## config.mk

```make
export PLATFORM = sky130hd
export DESIGN_NAME = dpl_core
export DESIGN_NICKNAME = d
export VERILOG_FILES = /design/src/design/dpl_pkg.sv /design/src/design/dpl_kcnt_if.sv /design/src/design/dpl_kcounter.sv /design/src/design/dpl_core.sv
export SDC_FILE = /design/constraint.sdc
export NUM_CORES = 1
export LEC_CHECK = 0
export BUFFER_PORTS_ARGS = -buffer_cell sky130_fd_sc_hd__clkbuf_2
export CORE_ASPECT_RATIO = 1.1
export CORE_UTILIZATION = 30
export CTS_CLUSTER_SIZE = 16
export DETAILED_ROUTE_END_ITERATION = 7
export SYNTH_ARGS = -nofsm -noshare
export SYNTH_HDL_FRONTEND = slang
export SYNTH_SLANG_ARGS = --single-unit
```

## constraint.sdc

```tcl
create_clock -name pclk -period 4 [get_ports pclk]
set_input_delay 0.8 -clock pclk [delete_from_list [all_inputs] [get_ports pclk]]
set_output_delay 0.8 -clock pclk [all_outputs]
set_load 0.005 [all_outputs]
```

## src/design/dpl_pkg.sv

```systemverilog
// Shared constants and types for the digital phase loop core
package dpl_pkg;
  // Register byte offsets
  localparam logic [11:0] DPL_REG_CTRL = 12'h000;
  localparam logic [11:0] DPL_REG_STATUS = 12'h004;
  localparam logic [11:0] DPL_REG_EVENTS = 12'h008;
  // Control fields
  localparam int DPL_CTRL_MSEL_LSB = 0;
  localparam int DPL_MSEL_W = 4;
  localparam logic [3:0] DPL_MSEL_RESET = 4'h0;
  localparam logic [3:0] DPL_MSEL_OFF = 4'h0;
  // Status fields
  localparam int DPL_ST_XOR_BIT = 0;
  localparam int DPL_ST_EDGE_BIT = 1;
  localparam int DPL_ST_IDOUT_BIT = 2;
  localparam int DPL_ST_INHIBIT_BIT = 3;
  localparam int DPL_ST_DIR_BIT = 4;
  // Event counters: carries in low half, borrows in high half
  localparam int DPL_EVT_W = 16;
  localparam int DPL_EVT_BORROW_LSB = 16;
  // Up/down counter width: longest modulo is two to the 17th
  localparam int DPL_CNT_W = 17;
  localparam int DPL_MSEL_EXP_OFS = 2;
  // Extra or skipped toggles per inserted or deleted output pulse
  localparam logic [2:0] DPL_TOGGLES_PER_PULSE = 3'h2;
  localparam logic [2:0] DPL_TOGGLES_MAX = 3'h6;

  // Terminal count of the up/down counter for a modulo select code
  function automatic logic [DPL_CNT_W-1:0] dpl_mask(input logic [3:0] msel);
    logic [DPL_CNT_W:0] one;
    one = {{DPL_CNT_W{1'b0}}, 1'b1};
    dpl_mask = DPL_CNT_W'((one << (msel + DPL_MSEL_EXP_OFS)) - one);
  endfunction
endpackage

```

## src/design/dpl_kcnt_if.sv

```systemverilog
// Link between the loop core and its up/down counter
`timescale 1ns/100ps
`default_nettype none
interface dpl_kcnt_if;
  import dpl_pkg::*;
  logic step;
  logic up;
  logic enable;
  logic [3:0] msel;
  logic carry;
  logic borrow;
  logic carry_evt;
  logic borrow_evt;
  logic [DPL_CNT_W-1:0] count;
  modport ctl (output step, output up, output enable, output msel,
    input carry, input borrow, input carry_evt, input borrow_evt,
    input count);
  modport cnt (input step, input up, input enable, input msel,
    output carry, output borrow, output carry_evt, output borrow_evt,
    output count);
endinterface
`default_nettype wire

```

## src/design/dpl_kcounter.sv

```systemverilog
// Programmable-modulo up/down counter with carry and borrow pulses
`timescale 1ns/100ps
`default_nettype none
module dpl_kcounter
  import dpl_pkg::*;
(
  input wire logic pclk,
  input wire logic presetn,
  dpl_kcnt_if.cnt kc
);
  logic [DPL_CNT_W-1:0] count_q;
  logic carry_q;
  logic borrow_q;
  logic carry_evt_q;
  logic borrow_evt_q;
  logic inhibit;
  logic wrap_up;
  logic wrap_dn;

  // Code zero stops counting and all pulses
  assign inhibit = (kc.msel == DPL_MSEL_OFF);
  assign wrap_up = kc.up && (count_q == dpl_mask(kc.msel));
  assign wrap_dn = !kc.up && (count_q == '0);

  // Count advances only on a counter clock rising edge
  always_ff @(posedge pclk or negedge presetn) begin
    if (!presetn) begin
      count_q <= '0;
    end else if (kc.step) begin
      if (inhibit || !kc.enable) begin
        count_q <= count_q;
      end else if (wrap_up) begin
        count_q <= '0;
      end else if (wrap_dn) begin
        count_q <= dpl_mask(kc.msel);
      end else if (kc.up) begin
        count_q <= count_q + 1'b1;
      end else begin
        count_q <= (count_q - 1'b1) & dpl_mask(kc.msel);
      end
    end
  end

  // Pulses stand for one whole counter clock period
  always_ff @(posedge pclk or negedge presetn) begin
    if (!presetn) begin
      carry_q <= 1'b0;
      borrow_q <= 1'b0;
      carry_evt_q <= 1'b0;
      borrow_evt_q <= 1'b0;
    end else begin
      carry_evt_q <= kc.step && kc.enable && !inhibit && wrap_up;
      borrow_evt_q <= kc.step && kc.enable && !inhibit && wrap_dn;
      if (kc.step) begin
        carry_q <= kc.enable && !inhibit && wrap_up;
        borrow_q <= kc.enable && !inhibit && wrap_dn;
      end
    end
  end

  assign kc.count = count_q;
  assign kc.carry = carry_q;
  assign kc.borrow = borrow_q;
  assign kc.carry_evt = carry_evt_q;
  assign kc.borrow_evt = borrow_evt_q;
endmodule
`default_nettype wire

```

## src/design/dpl_core.sv

```systemverilog
// Digital phase loop core: detectors, counter control, inc/dec stage, APB
//
// Summary of operation
// - Four select bits code n gives counter modulo two to the n+2.
// - Select code zero inhibits the counter; no carry or borrow.
// - XOR detector output high exactly when its phase inputs differ.
// - Edge detector: reference fall sets, feedback fall clears.
// - Both detectors give square waves of equal halves at zero error.
// - XOR detector gain four; high throughout at quarter-cycle error.
// - XOR detector zero error at quarter-cycle input separation.
// - Edge detector gain two; high throughout at half-cycle error.
// - Edge detector zero error at half-cycle input separation.
// - Counter advances on its own counter clock rising edges.
// - Counter wrapping upward emits a carry pulse.
// - Counter wrapping downward emits a borrow pulse.
// - Without pulses, inc/dec output is half its clock frequency.
// - Each carry inserts one output pulse; each borrow deletes one.
// - Direction and enable sampled at counter clock rising edge.
//
// Implementation choices: register access over APB and the address map.
`timescale 1ns/100ps
`default_nettype none
module dpl_core
  import dpl_pkg::*;
(
  input wire logic pclk,
  input wire logic presetn,
  input wire logic psel,
  input wire logic penable,
  input wire logic pwrite,
  input wire logic [11:0] paddr,
  input wire logic [31:0] pwdata,
  output logic [31:0] prdata,
  output logic pready,
  output logic pslverr,
  input wire logic reference_phase_input,
  input wire logic feedback_phase_input,
  input wire logic counter_clock,
  input wire logic incdec_clock,
  input wire logic count_up,
  input wire logic counter_enable,
  output logic xor_detector_output,
  output logic edge_detector_output,
  output logic incdec_output,
  output logic counter_carry,
  output logic counter_borrow
);
  // Counter control and its pulses travel together in one bundle
  dpl_kcnt_if kc ();

  // Two-stage synchronisers; stage one feeds only stage two
  // Each pin goes through its own pair; no multi-bit word crosses here.
  logic [5:0] meta_q;
  logic [5:0] sync_q;
  logic ref_last_q;
  logic fb_last_q;
  logic kclk_last_q;
  logic idclk_last_q;

  // Synchronised pin levels
  logic ref_s;
  logic fb_s;
  logic kclk_s;
  logic idclk_s;
  logic up_s;
  logic en_s;

  // Every pin is sampled as data. Clock pins must keep each level for
  // more than one pclk cycle or an edge is lost; that sets their limit.
  always_ff @(posedge pclk or negedge presetn) begin
    if (!presetn) begin
      meta_q <= 6'h00;
      sync_q <= 6'h00;
    end else begin
      meta_q <= {counter_enable, count_up, incdec_clock, counter_clock,
        feedback_phase_input, reference_phase_input};
      sync_q <= meta_q;
    end
  end

  assign ref_s = sync_q[0];
  assign fb_s = sync_q[1];
  assign kclk_s = sync_q[2];
  assign idclk_s = sync_q[3];
  assign up_s = sync_q[4];
  assign en_s = sync_q[5];

  // Last values of synchronised levels, for edge detection
  // These reset low, like the synchroniser stages ahead of them.
  always_ff @(posedge pclk or negedge presetn) begin
    if (!presetn) begin
      ref_last_q <= 1'b0;
      fb_last_q <= 1'b0;
      kclk_last_q <= 1'b0;
      idclk_last_q <= 1'b0;
    end else begin
      ref_last_q <= ref_s;
      fb_last_q <= fb_s;
      kclk_last_q <= kclk_s;
      idclk_last_q <= idclk_s;
    end
  end

  // One-cycle strobes from the synchronised levels. History flops reset
  // low; a counter clock pin that idles high therefore gives one false
  // step after reset, so hold it low until reset is released.
  logic ref_fall;
  logic fb_fall;
  logic kclk_rise;
  logic id_rise;
  logic id_fall;
  assign ref_fall = ref_last_q && !ref_s;
  assign fb_fall = fb_last_q && !fb_s;
  assign kclk_rise = !kclk_last_q && kclk_s;
  assign id_rise = !idclk_last_q && idclk_s;
  assign id_fall = idclk_last_q && !idclk_s;

  // Phase detectors. Inputs a quarter cycle apart give the XOR output
  // equal halves; half a cycle apart does the same for the edge output.
  // Both pass the same synchroniser depth, so relative phase is kept.
  // Gain: quarter-cycle error saturates the XOR output, half-cycle the
  // edge output, as both run on the same sampled levels.
  logic xor_q;
  logic edge_q;
  always_ff @(posedge pclk or negedge presetn) begin
    if (!presetn) begin
      xor_q <= 1'b0;
    end else begin
      xor_q <= ref_s ^ fb_s;
    end
  end

  // Edge detector ignores rising edges; reference wins a tie
  always_ff @(posedge pclk or negedge presetn) begin
    if (!presetn) begin
      edge_q <= 1'b0;
    end else if (ref_fall) begin
      edge_q <= 1'b1;
    end else if (fb_fall) begin
      edge_q <= 1'b0;
    end
  end

  assign xor_detector_output = xor_q;
  assign edge_detector_output = edge_q;

  // Modulo select register, writable at any time to retune bandwidth
  logic [3:0] msel_q;

  // Direction and enable are taken at the counter clock rising edge
  assign kc.step = kclk_rise;
  assign kc.up = up_s;
  assign kc.enable = en_s;
  assign kc.msel = msel_q;

  dpl_kcounter u_kcounter (
    .pclk(pclk),
    .presetn(presetn),
    .kc(kc)
  );

  // Pulses leave straight from the counter's flops, never from gates
  assign counter_carry = kc.carry;
  assign counter_borrow = kc.borrow;

  // Inc/dec stage. Normally toggles on each clock rise, giving half the
  // clock rate. A carry adds toggles on clock falls (one extra pulse);
  // a borrow swallows toggles on clock rises (one pulse lost).
  // Pending work is held in counters so no event is dropped when
  // one arrives while an earlier one is still being applied, unless
  // three pulses are already pending.
  // Inserts and deletes queue separately, so a carry and a borrow that
  // arrive close together both act and cancel in effect.
  logic [2:0] add_left_q;
  logic [2:0] del_left_q;
  logic idout_q;

  // Saturating add of one pulse worth of toggles
  // Work is lost only if a fourth pulse arrives before the clock has fully served the first of three
  function automatic logic [2:0] dpl_queue(input logic [2:0] cur);
    if (cur > DPL_TOGGLES_MAX - DPL_TOGGLES_PER_PULSE) begin
      dpl_queue = DPL_TOGGLES_MAX;
    end else begin
      dpl_queue = cur + DPL_TOGGLES_PER_PULSE;
    end
  endfunction

  // Pending inserts: a new carry and the decrement it meets both take effect
  // Each inserted pulse costs two falling edges of the inc/dec clock
  always_ff @(posedge pclk or negedge presetn) begin
    if (!presetn) begin
      add_left_q <= 3'h0;
    end else if (kc.carry_evt) begin
      add_left_q <= dpl_queue(add_left_q - 3'(id_fall && add_left_q != 3'h0));
    end else if (id_fall && add_left_q != 3'h0) begin
      add_left_q <= add_left_q - 3'h1;
    end
  end

  // Pending deletes: a new borrow and the decrement it meets both take effect
  // Each deleted pulse swallows two rising edges of the inc/dec clock
  always_ff @(posedge pclk or negedge presetn) begin
    if (!presetn) begin
      del_left_q <= 3'h0;
    end else if (kc.borrow_evt) begin
      del_left_q <= dpl_queue(del_left_q - 3'(id_rise && del_left_q != 3'h0));
    end else if (id_rise && del_left_q != 3'h0) begin
      del_left_q <= del_left_q - 3'h1;
    end
  end

  // Output toggle flip-flop
  // A rise with deletes pending is swallowed; falls only ever add toggles,
  // so an insert and a delete never fight over one edge.
  always_ff @(posedge pclk or negedge presetn) begin
    if (!presetn) begin
      idout_q <= 1'b0;
    end else if (id_rise && del_left_q == 3'h0) begin
      idout_q <= !idout_q;
    end else if (id_fall && add_left_q != 3'h0) begin
      idout_q <= !idout_q;
    end else if (id_rise) begin
      idout_q <= idout_q;
    end
  end

  assign incdec_output = idout_q;

  // Carry and borrow tallies for software, wrapping at full scale
  // They are for observation only and never feed back into the loop.
  logic [DPL_EVT_W-1:0] carries_q;
  logic [DPL_EVT_W-1:0] borrows_q;
  always_ff @(posedge pclk or negedge presetn) begin
    if (!presetn) begin
      carries_q <= '0;
      borrows_q <= '0;
    end else begin
      if (kc.carry_evt) begin
        carries_q <= carries_q + 1'b1;
      end
      if (kc.borrow_evt) begin
        borrows_q <= borrows_q + 1'b1;
      end
    end
  end

  // APB decode; zero wait states, unmapped addresses give an error
  // Limitation: no byte strobes; every write replaces a whole word.
  logic hit_ctrl;
  logic hit_status;
  logic hit_events;
  logic mapped;
  logic wr_ctrl;
  assign hit_ctrl = (paddr == DPL_REG_CTRL);
  assign hit_status = (paddr == DPL_REG_STATUS);
  assign hit_events = (paddr == DPL_REG_EVENTS);
  assign mapped = hit_ctrl || hit_status || hit_events;
  assign wr_ctrl = psel && penable && pwrite && hit_ctrl;
  assign pready = 1'b1;
  assign pslverr = psel && penable && !mapped;

  // Control register write
  // A select change keeps the count: counting up, a value above the new
  // terminal count runs on to full scale before it wraps; counting down masks it.
  always_ff @(posedge pclk or negedge presetn) begin
    if (!presetn) begin
      msel_q <= DPL_MSEL_RESET;
    end else if (wr_ctrl) begin
      msel_q <= pwdata[DPL_CTRL_MSEL_LSB +: DPL_MSEL_W];
    end
  end

  // Read data is captured in the setup cycle so it comes from a register
  // Unmapped reads return zero alongside the error response.
  logic [31:0] rd_mux;
  always_comb begin
    rd_mux = 32'h0000_0000;
    if (hit_ctrl) begin
      rd_mux[DPL_CTRL_MSEL_LSB +: DPL_MSEL_W] = msel_q;
    end else if (hit_status) begin
      rd_mux[DPL_ST_XOR_BIT] = xor_q;
      rd_mux[DPL_ST_EDGE_BIT] = edge_q;
      rd_mux[DPL_ST_IDOUT_BIT] = idout_q;
      rd_mux[DPL_ST_INHIBIT_BIT] = (msel_q == DPL_MSEL_OFF);
      rd_mux[DPL_ST_DIR_BIT] = up_s;
    end else if (hit_events) begin
      rd_mux[0 +: DPL_EVT_W] = carries_q;
      rd_mux[DPL_EVT_BORROW_LSB +: DPL_EVT_W] = borrows_q;
    end
  end

  // Holding read data in a flop keeps pin noise off the bus
  logic [31:0] prdata_q;
  always_ff @(posedge pclk or negedge presetn) begin
    if (!presetn) begin
      prdata_q <= 32'h0000_0000;
    end else if (psel && !penable && !pwrite) begin
      prdata_q <= rd_mux;
    end
  end
  assign prdata = prdata_q;
endmodule
`default_nettype wire

```

==> results.py <==
metrics = {
    "timing": {
        "post-route-min-period_ns": 3.40,
        "finalCritPeriodShare": 0.850,
        "hold_viol_final": 0,
        "fin_skew_ns": 0.00957,
        "slew_violations": 0,
        "tns_ns": 0,
        "relSlewSlack": 0.464,
        "worst_pin_slew_ns": 0.804,
        "fmax_ghz": 0.294,
        "finalSetupViolCount": 0,
        "grt_setup_unrepaired": "no",
    },
    "yosys": {
        "ys_types": 57,
        "async_reset_ff_frac": 1.00,
        "ys_ff_latch": 114,
        "yosysWarnings": 0,
        "syn_area_um2": 6280,
        "ys.flop_type": "dfrtp_1",
        "synth-seq-area-share": 0.454,
        "syn-num-nets": 722,
        "syn_area_per_cell_um2": 9.63,
        "syn_inst": 652,
        "synth_edf_count": 0,
    },
    "pwr": {
        "p_int_uw": 2250,
        "p_seq_frac": 0.407,
        "switchingPower_uw": 894,
        "comb_power_share": 0.112,
        "swShare": 0.285,
        "max-vdd-ir-drop_mv": 0.255,
        "clkPwrFrac": 0.482,
        "p_leak_uw": 0.00332,
        "pwr_density_cell_nw_per_um2": 422,
    },
    "setup_path": {
        "worstPathRequired_ns": 4.30,
        "path_common_cell": "ha_1",
        "path_cells": "ha_1, nor2_1, a21o_1, nand2_1, ha_1, o21ai_2, a2111oi_4, xnor3_1, o2111ai_2, nor4_4, buf_4, a211oi_1",
        "critPathMaxFanout": 19,
        "critPathKind": "reg -> reg",
        "crit_family": "compound AO/OA/AOI/OAI gates",
        "cpPeakStageDelay_ns": 0.41,
        "regToRegSetupSlack_ns": 0.60,
        "timing.rr.start": "kc.msel[2]",
        "critPathArrivalTime_ns": 3.70,
        "worstSetupEndpointType": "register",
        "path_depth": 12,
        "startpoint_type": "register",
        "rr_worst_depth": 12,
        "cp-startpoint": "kc.msel[2]",
        "crit_path_end": "u_kcounter.kc.count[1]",
        "r2r-end": "u_kcounter.kc.count[1]",
        "cp_num_buf_inv": 1,
        "slowest_stage": "ha_1",
    },
    "cts": {
        "cts_buffers": 17,
        "ctsHoldBuffers": 0,
        "postCtsSetupRepairBufs": 0,
        "root_buffer": "clkbuf_16",
        "cts_tree": "built",
        "cts-htree-levels": 4,
        "clk_pin_slew_ns": 0.06,
        "cts_buffer_depth": 2,
        "clock_sinks": 114,
        "cts_resized": 0,
        "insertion_delay_ns": 0.42,
    },
    "layout": {
        "drive_gt1_frac": 0.186,
        "nNetsFinal": 773,
        "antenna_cells": 0,
        "fillers": 2042,
        "area_growth_pct": 18.5,
        "postLayoutCoreUtil": 0.362,
    },
    "floorplan": {
        "die_area_um2": 21500,
        "start_util": 0.305,
        "core_um2": 20600,
        "die_w_um": 140,
        "io_pins": 94,
        "dieHeight_um": 154,
        "rows": 55,
    },
    "routing": {
        "wl_um": 14300,
        "ant_nets": 0,
        "drt_iter0_drc": 405,
        "wl_per_cell_um": 14.7,
        "vias": 4940,
        "drt_first_pass_iters": 6,
        "via_per_inst": 5.08,
        "drc": 0,
    },
    "placement": {
        "gp_congestion": 0.853,
        "port_buffers": 64,
        "dp_hpwl_um": 9720,
    },
    "global_route": {
        "grt.total_usage": 0.141,
        "grt_pass1_wl_um": 24100,
        "grt_pass1_vias": 4678,
        "antenna_found_initial": 0,
        "grt_max_degree": 72,
        "grt_overflow": 0,
    },
    "worst_hold_path": {
        "hold_class": "reg -> reg",
        "hold_depth": 0,
    },
    "status": {
        "status": "finished clean",
    },
    "run": {
        "maxCapViolations": 0,
    },
}
==> cell families (layout without fill, tap and decap cells) <==
kind of cell / after synthesis / in the layout / share of synthesized area
AND/OR/NAND/NOR: 231 / 231 / 0.185
AO/OA/AOI/OAI: 144 / 144 / 0.166
flip-flops: 114 / 114 / 0.454
buffers and inverters: 68 / 132 / 0.0452
XOR/XNOR: 57 / 57 / 0.0817
multiplexers: 22 / 22 / 0.0371
adder cells (fa/ha/maj): 15 / 15 / 0.0299
other: 1 / 1 / 0.000597
==> power groups by stage <==
stage / sequential, uW / clock (uW) / combinational (uW)
5_1_grt: 1290 / 1590 / 407
4_1_cts: 1280 / 1550 / 355
3_3_place_gp: 1290 / 0 / 345
3_5_place_dp: 1300 / 0 / 353
6_report: 1280 / 1510 / 351
2_1_floorplan: 1260 / 0 / 269
==> per-layer routing <==
| layer | track usage | share of wire |
|---|---|---|
| met1 | 0.190 | 0.48 |
| met2 | 0.222 | 0.47 |
| met3 | 0.0311 | 0.040 |
| met4 | 0.0481 | 0.011 |
| met5 | 0 | 0 |
==> through the flow <==
step | worst slack [ns] | instances | total power (uW) | area (um2) | hold slack (ns)
finish | 0.600 | 972 | 3140 | 7440 | 0.347
global route | 0.252 | 972 | 3290 | 7440 | 0.353
CTS | 0.594 | 972 | 3180 | 7440 | 0.349
detailed placement | 0.611 | 940 | 1650 | 6860 | 0.335
global placement | 0.668 | 940 | 1640 | 6860 | 0.332
floorplan | 0.743 | 652 | 1530 | 6280 | 0.331
==> worst min path at each step <==
stage	startpoint	end
final	meta_q[4]	sync_q[4]
after global routing	meta_q[0]	sync_q[0]
after CTS	meta_q[5]	sync_q[5]
after detailed placement	meta_q[5]	sync_q[5]
after global placement	meta_q[4]	sync_q[4]
after floorplan	meta_q[0]	sync_q[0]
==> flip-flops by register name, summed over array words and instances, names as in the netlist, 3 cells and up <==
register,flops
add_left_q,3
borrows_q,16
carries_q,16
del_left_q,3
kc.msel,4
meta_q,6
prdata,32
sync_q,6
u_kcounter.kc.count,17
==> layout make-up <==
class / count / area [um2] / area share
multi-input combinational: 470 / 3150 / 0.423
timing repair buffer: 81 / 463 / 0.0622
sequential: 114 / 2850 / 0.383
clock buffer: 17 / 425 / 0.0572
tap: 256 / 320 / 0.0430
inverter: 19 / 71.3 / 0.00958
clock inverter: 15 / 161 / 0.0217
==> cells in the mapped netlist, types with 2 or more instances <==
master      n  area (um2)
inv_1      19        71.3
a221oi_1    9        78.8
a21o_1      6        45.0
nand2b_1    4        25.0
and4_1      3        26.3
mux2i_1    12         120
buf_1       3        11.3
o21a_1      2        15.0
nand3b_1    4        30.0
mux2_2     10         113
and2_1      5        31.3
dfrtp_1   114        2850
ha_1       15         188
o221ai_1    4        35.0
xnor2_1    39         342
or4_1       2        15.0
and3_1      5        31.3
o211ai_1    3        22.5
nand2_1    47         176
a31oi_1     6        37.5
buf_4       3        22.5
nor3b_1     5        37.5
or3b_2      2        17.5
o31ai_1     8        60.1
nand3_1    31         155
nor4_1     15        93.8
a22o_1     28         245
nand4_1    14        87.6
a21oi_1    25         125
nor2_1     57         214
a22oi_1     4        30.0
o21ai_0    26         130
or2_2       2        12.5
nor3_1     22         110
a211oi_1   11        82.6
xor2_1     17         149
clkbuf_1   34         128
nor2b_1     7        43.8
buf_2       8        40.0
or3_1       4        25.0
==> placed cells by master, fill, tap and decap left out, drive strengths merged, types with 4 or more instances in the layout <==
| cell | count |
|---|---|
| a31oi | 6 |
| buf | 18 |
| nand3 | 31 |
| nand2 | 47 |
| a21oi | 25 |
| a22o | 28 |
| a221oi | 9 |
| or3 | 4 |
| nand4 | 14 |
| nor2 | 57 |
| nor4 | 16 |
| inv | 29 |
| xnor2 | 39 |
| and3 | 5 |
| nand2b | 4 |
| o221ai | 4 |
| nor2b | 7 |
| xor2 | 17 |
| a21o | 6 |
| nor3b | 5 |
| nor3 | 22 |
| nand3b | 4 |
| o31ai | 8 |
| mux2i | 12 |
| dfrtp | 114 |
| ha | 15 |
| a22oi | 4 |
| mux2 | 10 |
| o21ai | 27 |
| a211oi | 11 |
| and2 | 5 |
| clkbuf | 80 |
Power figures use the tool's default switching activity.
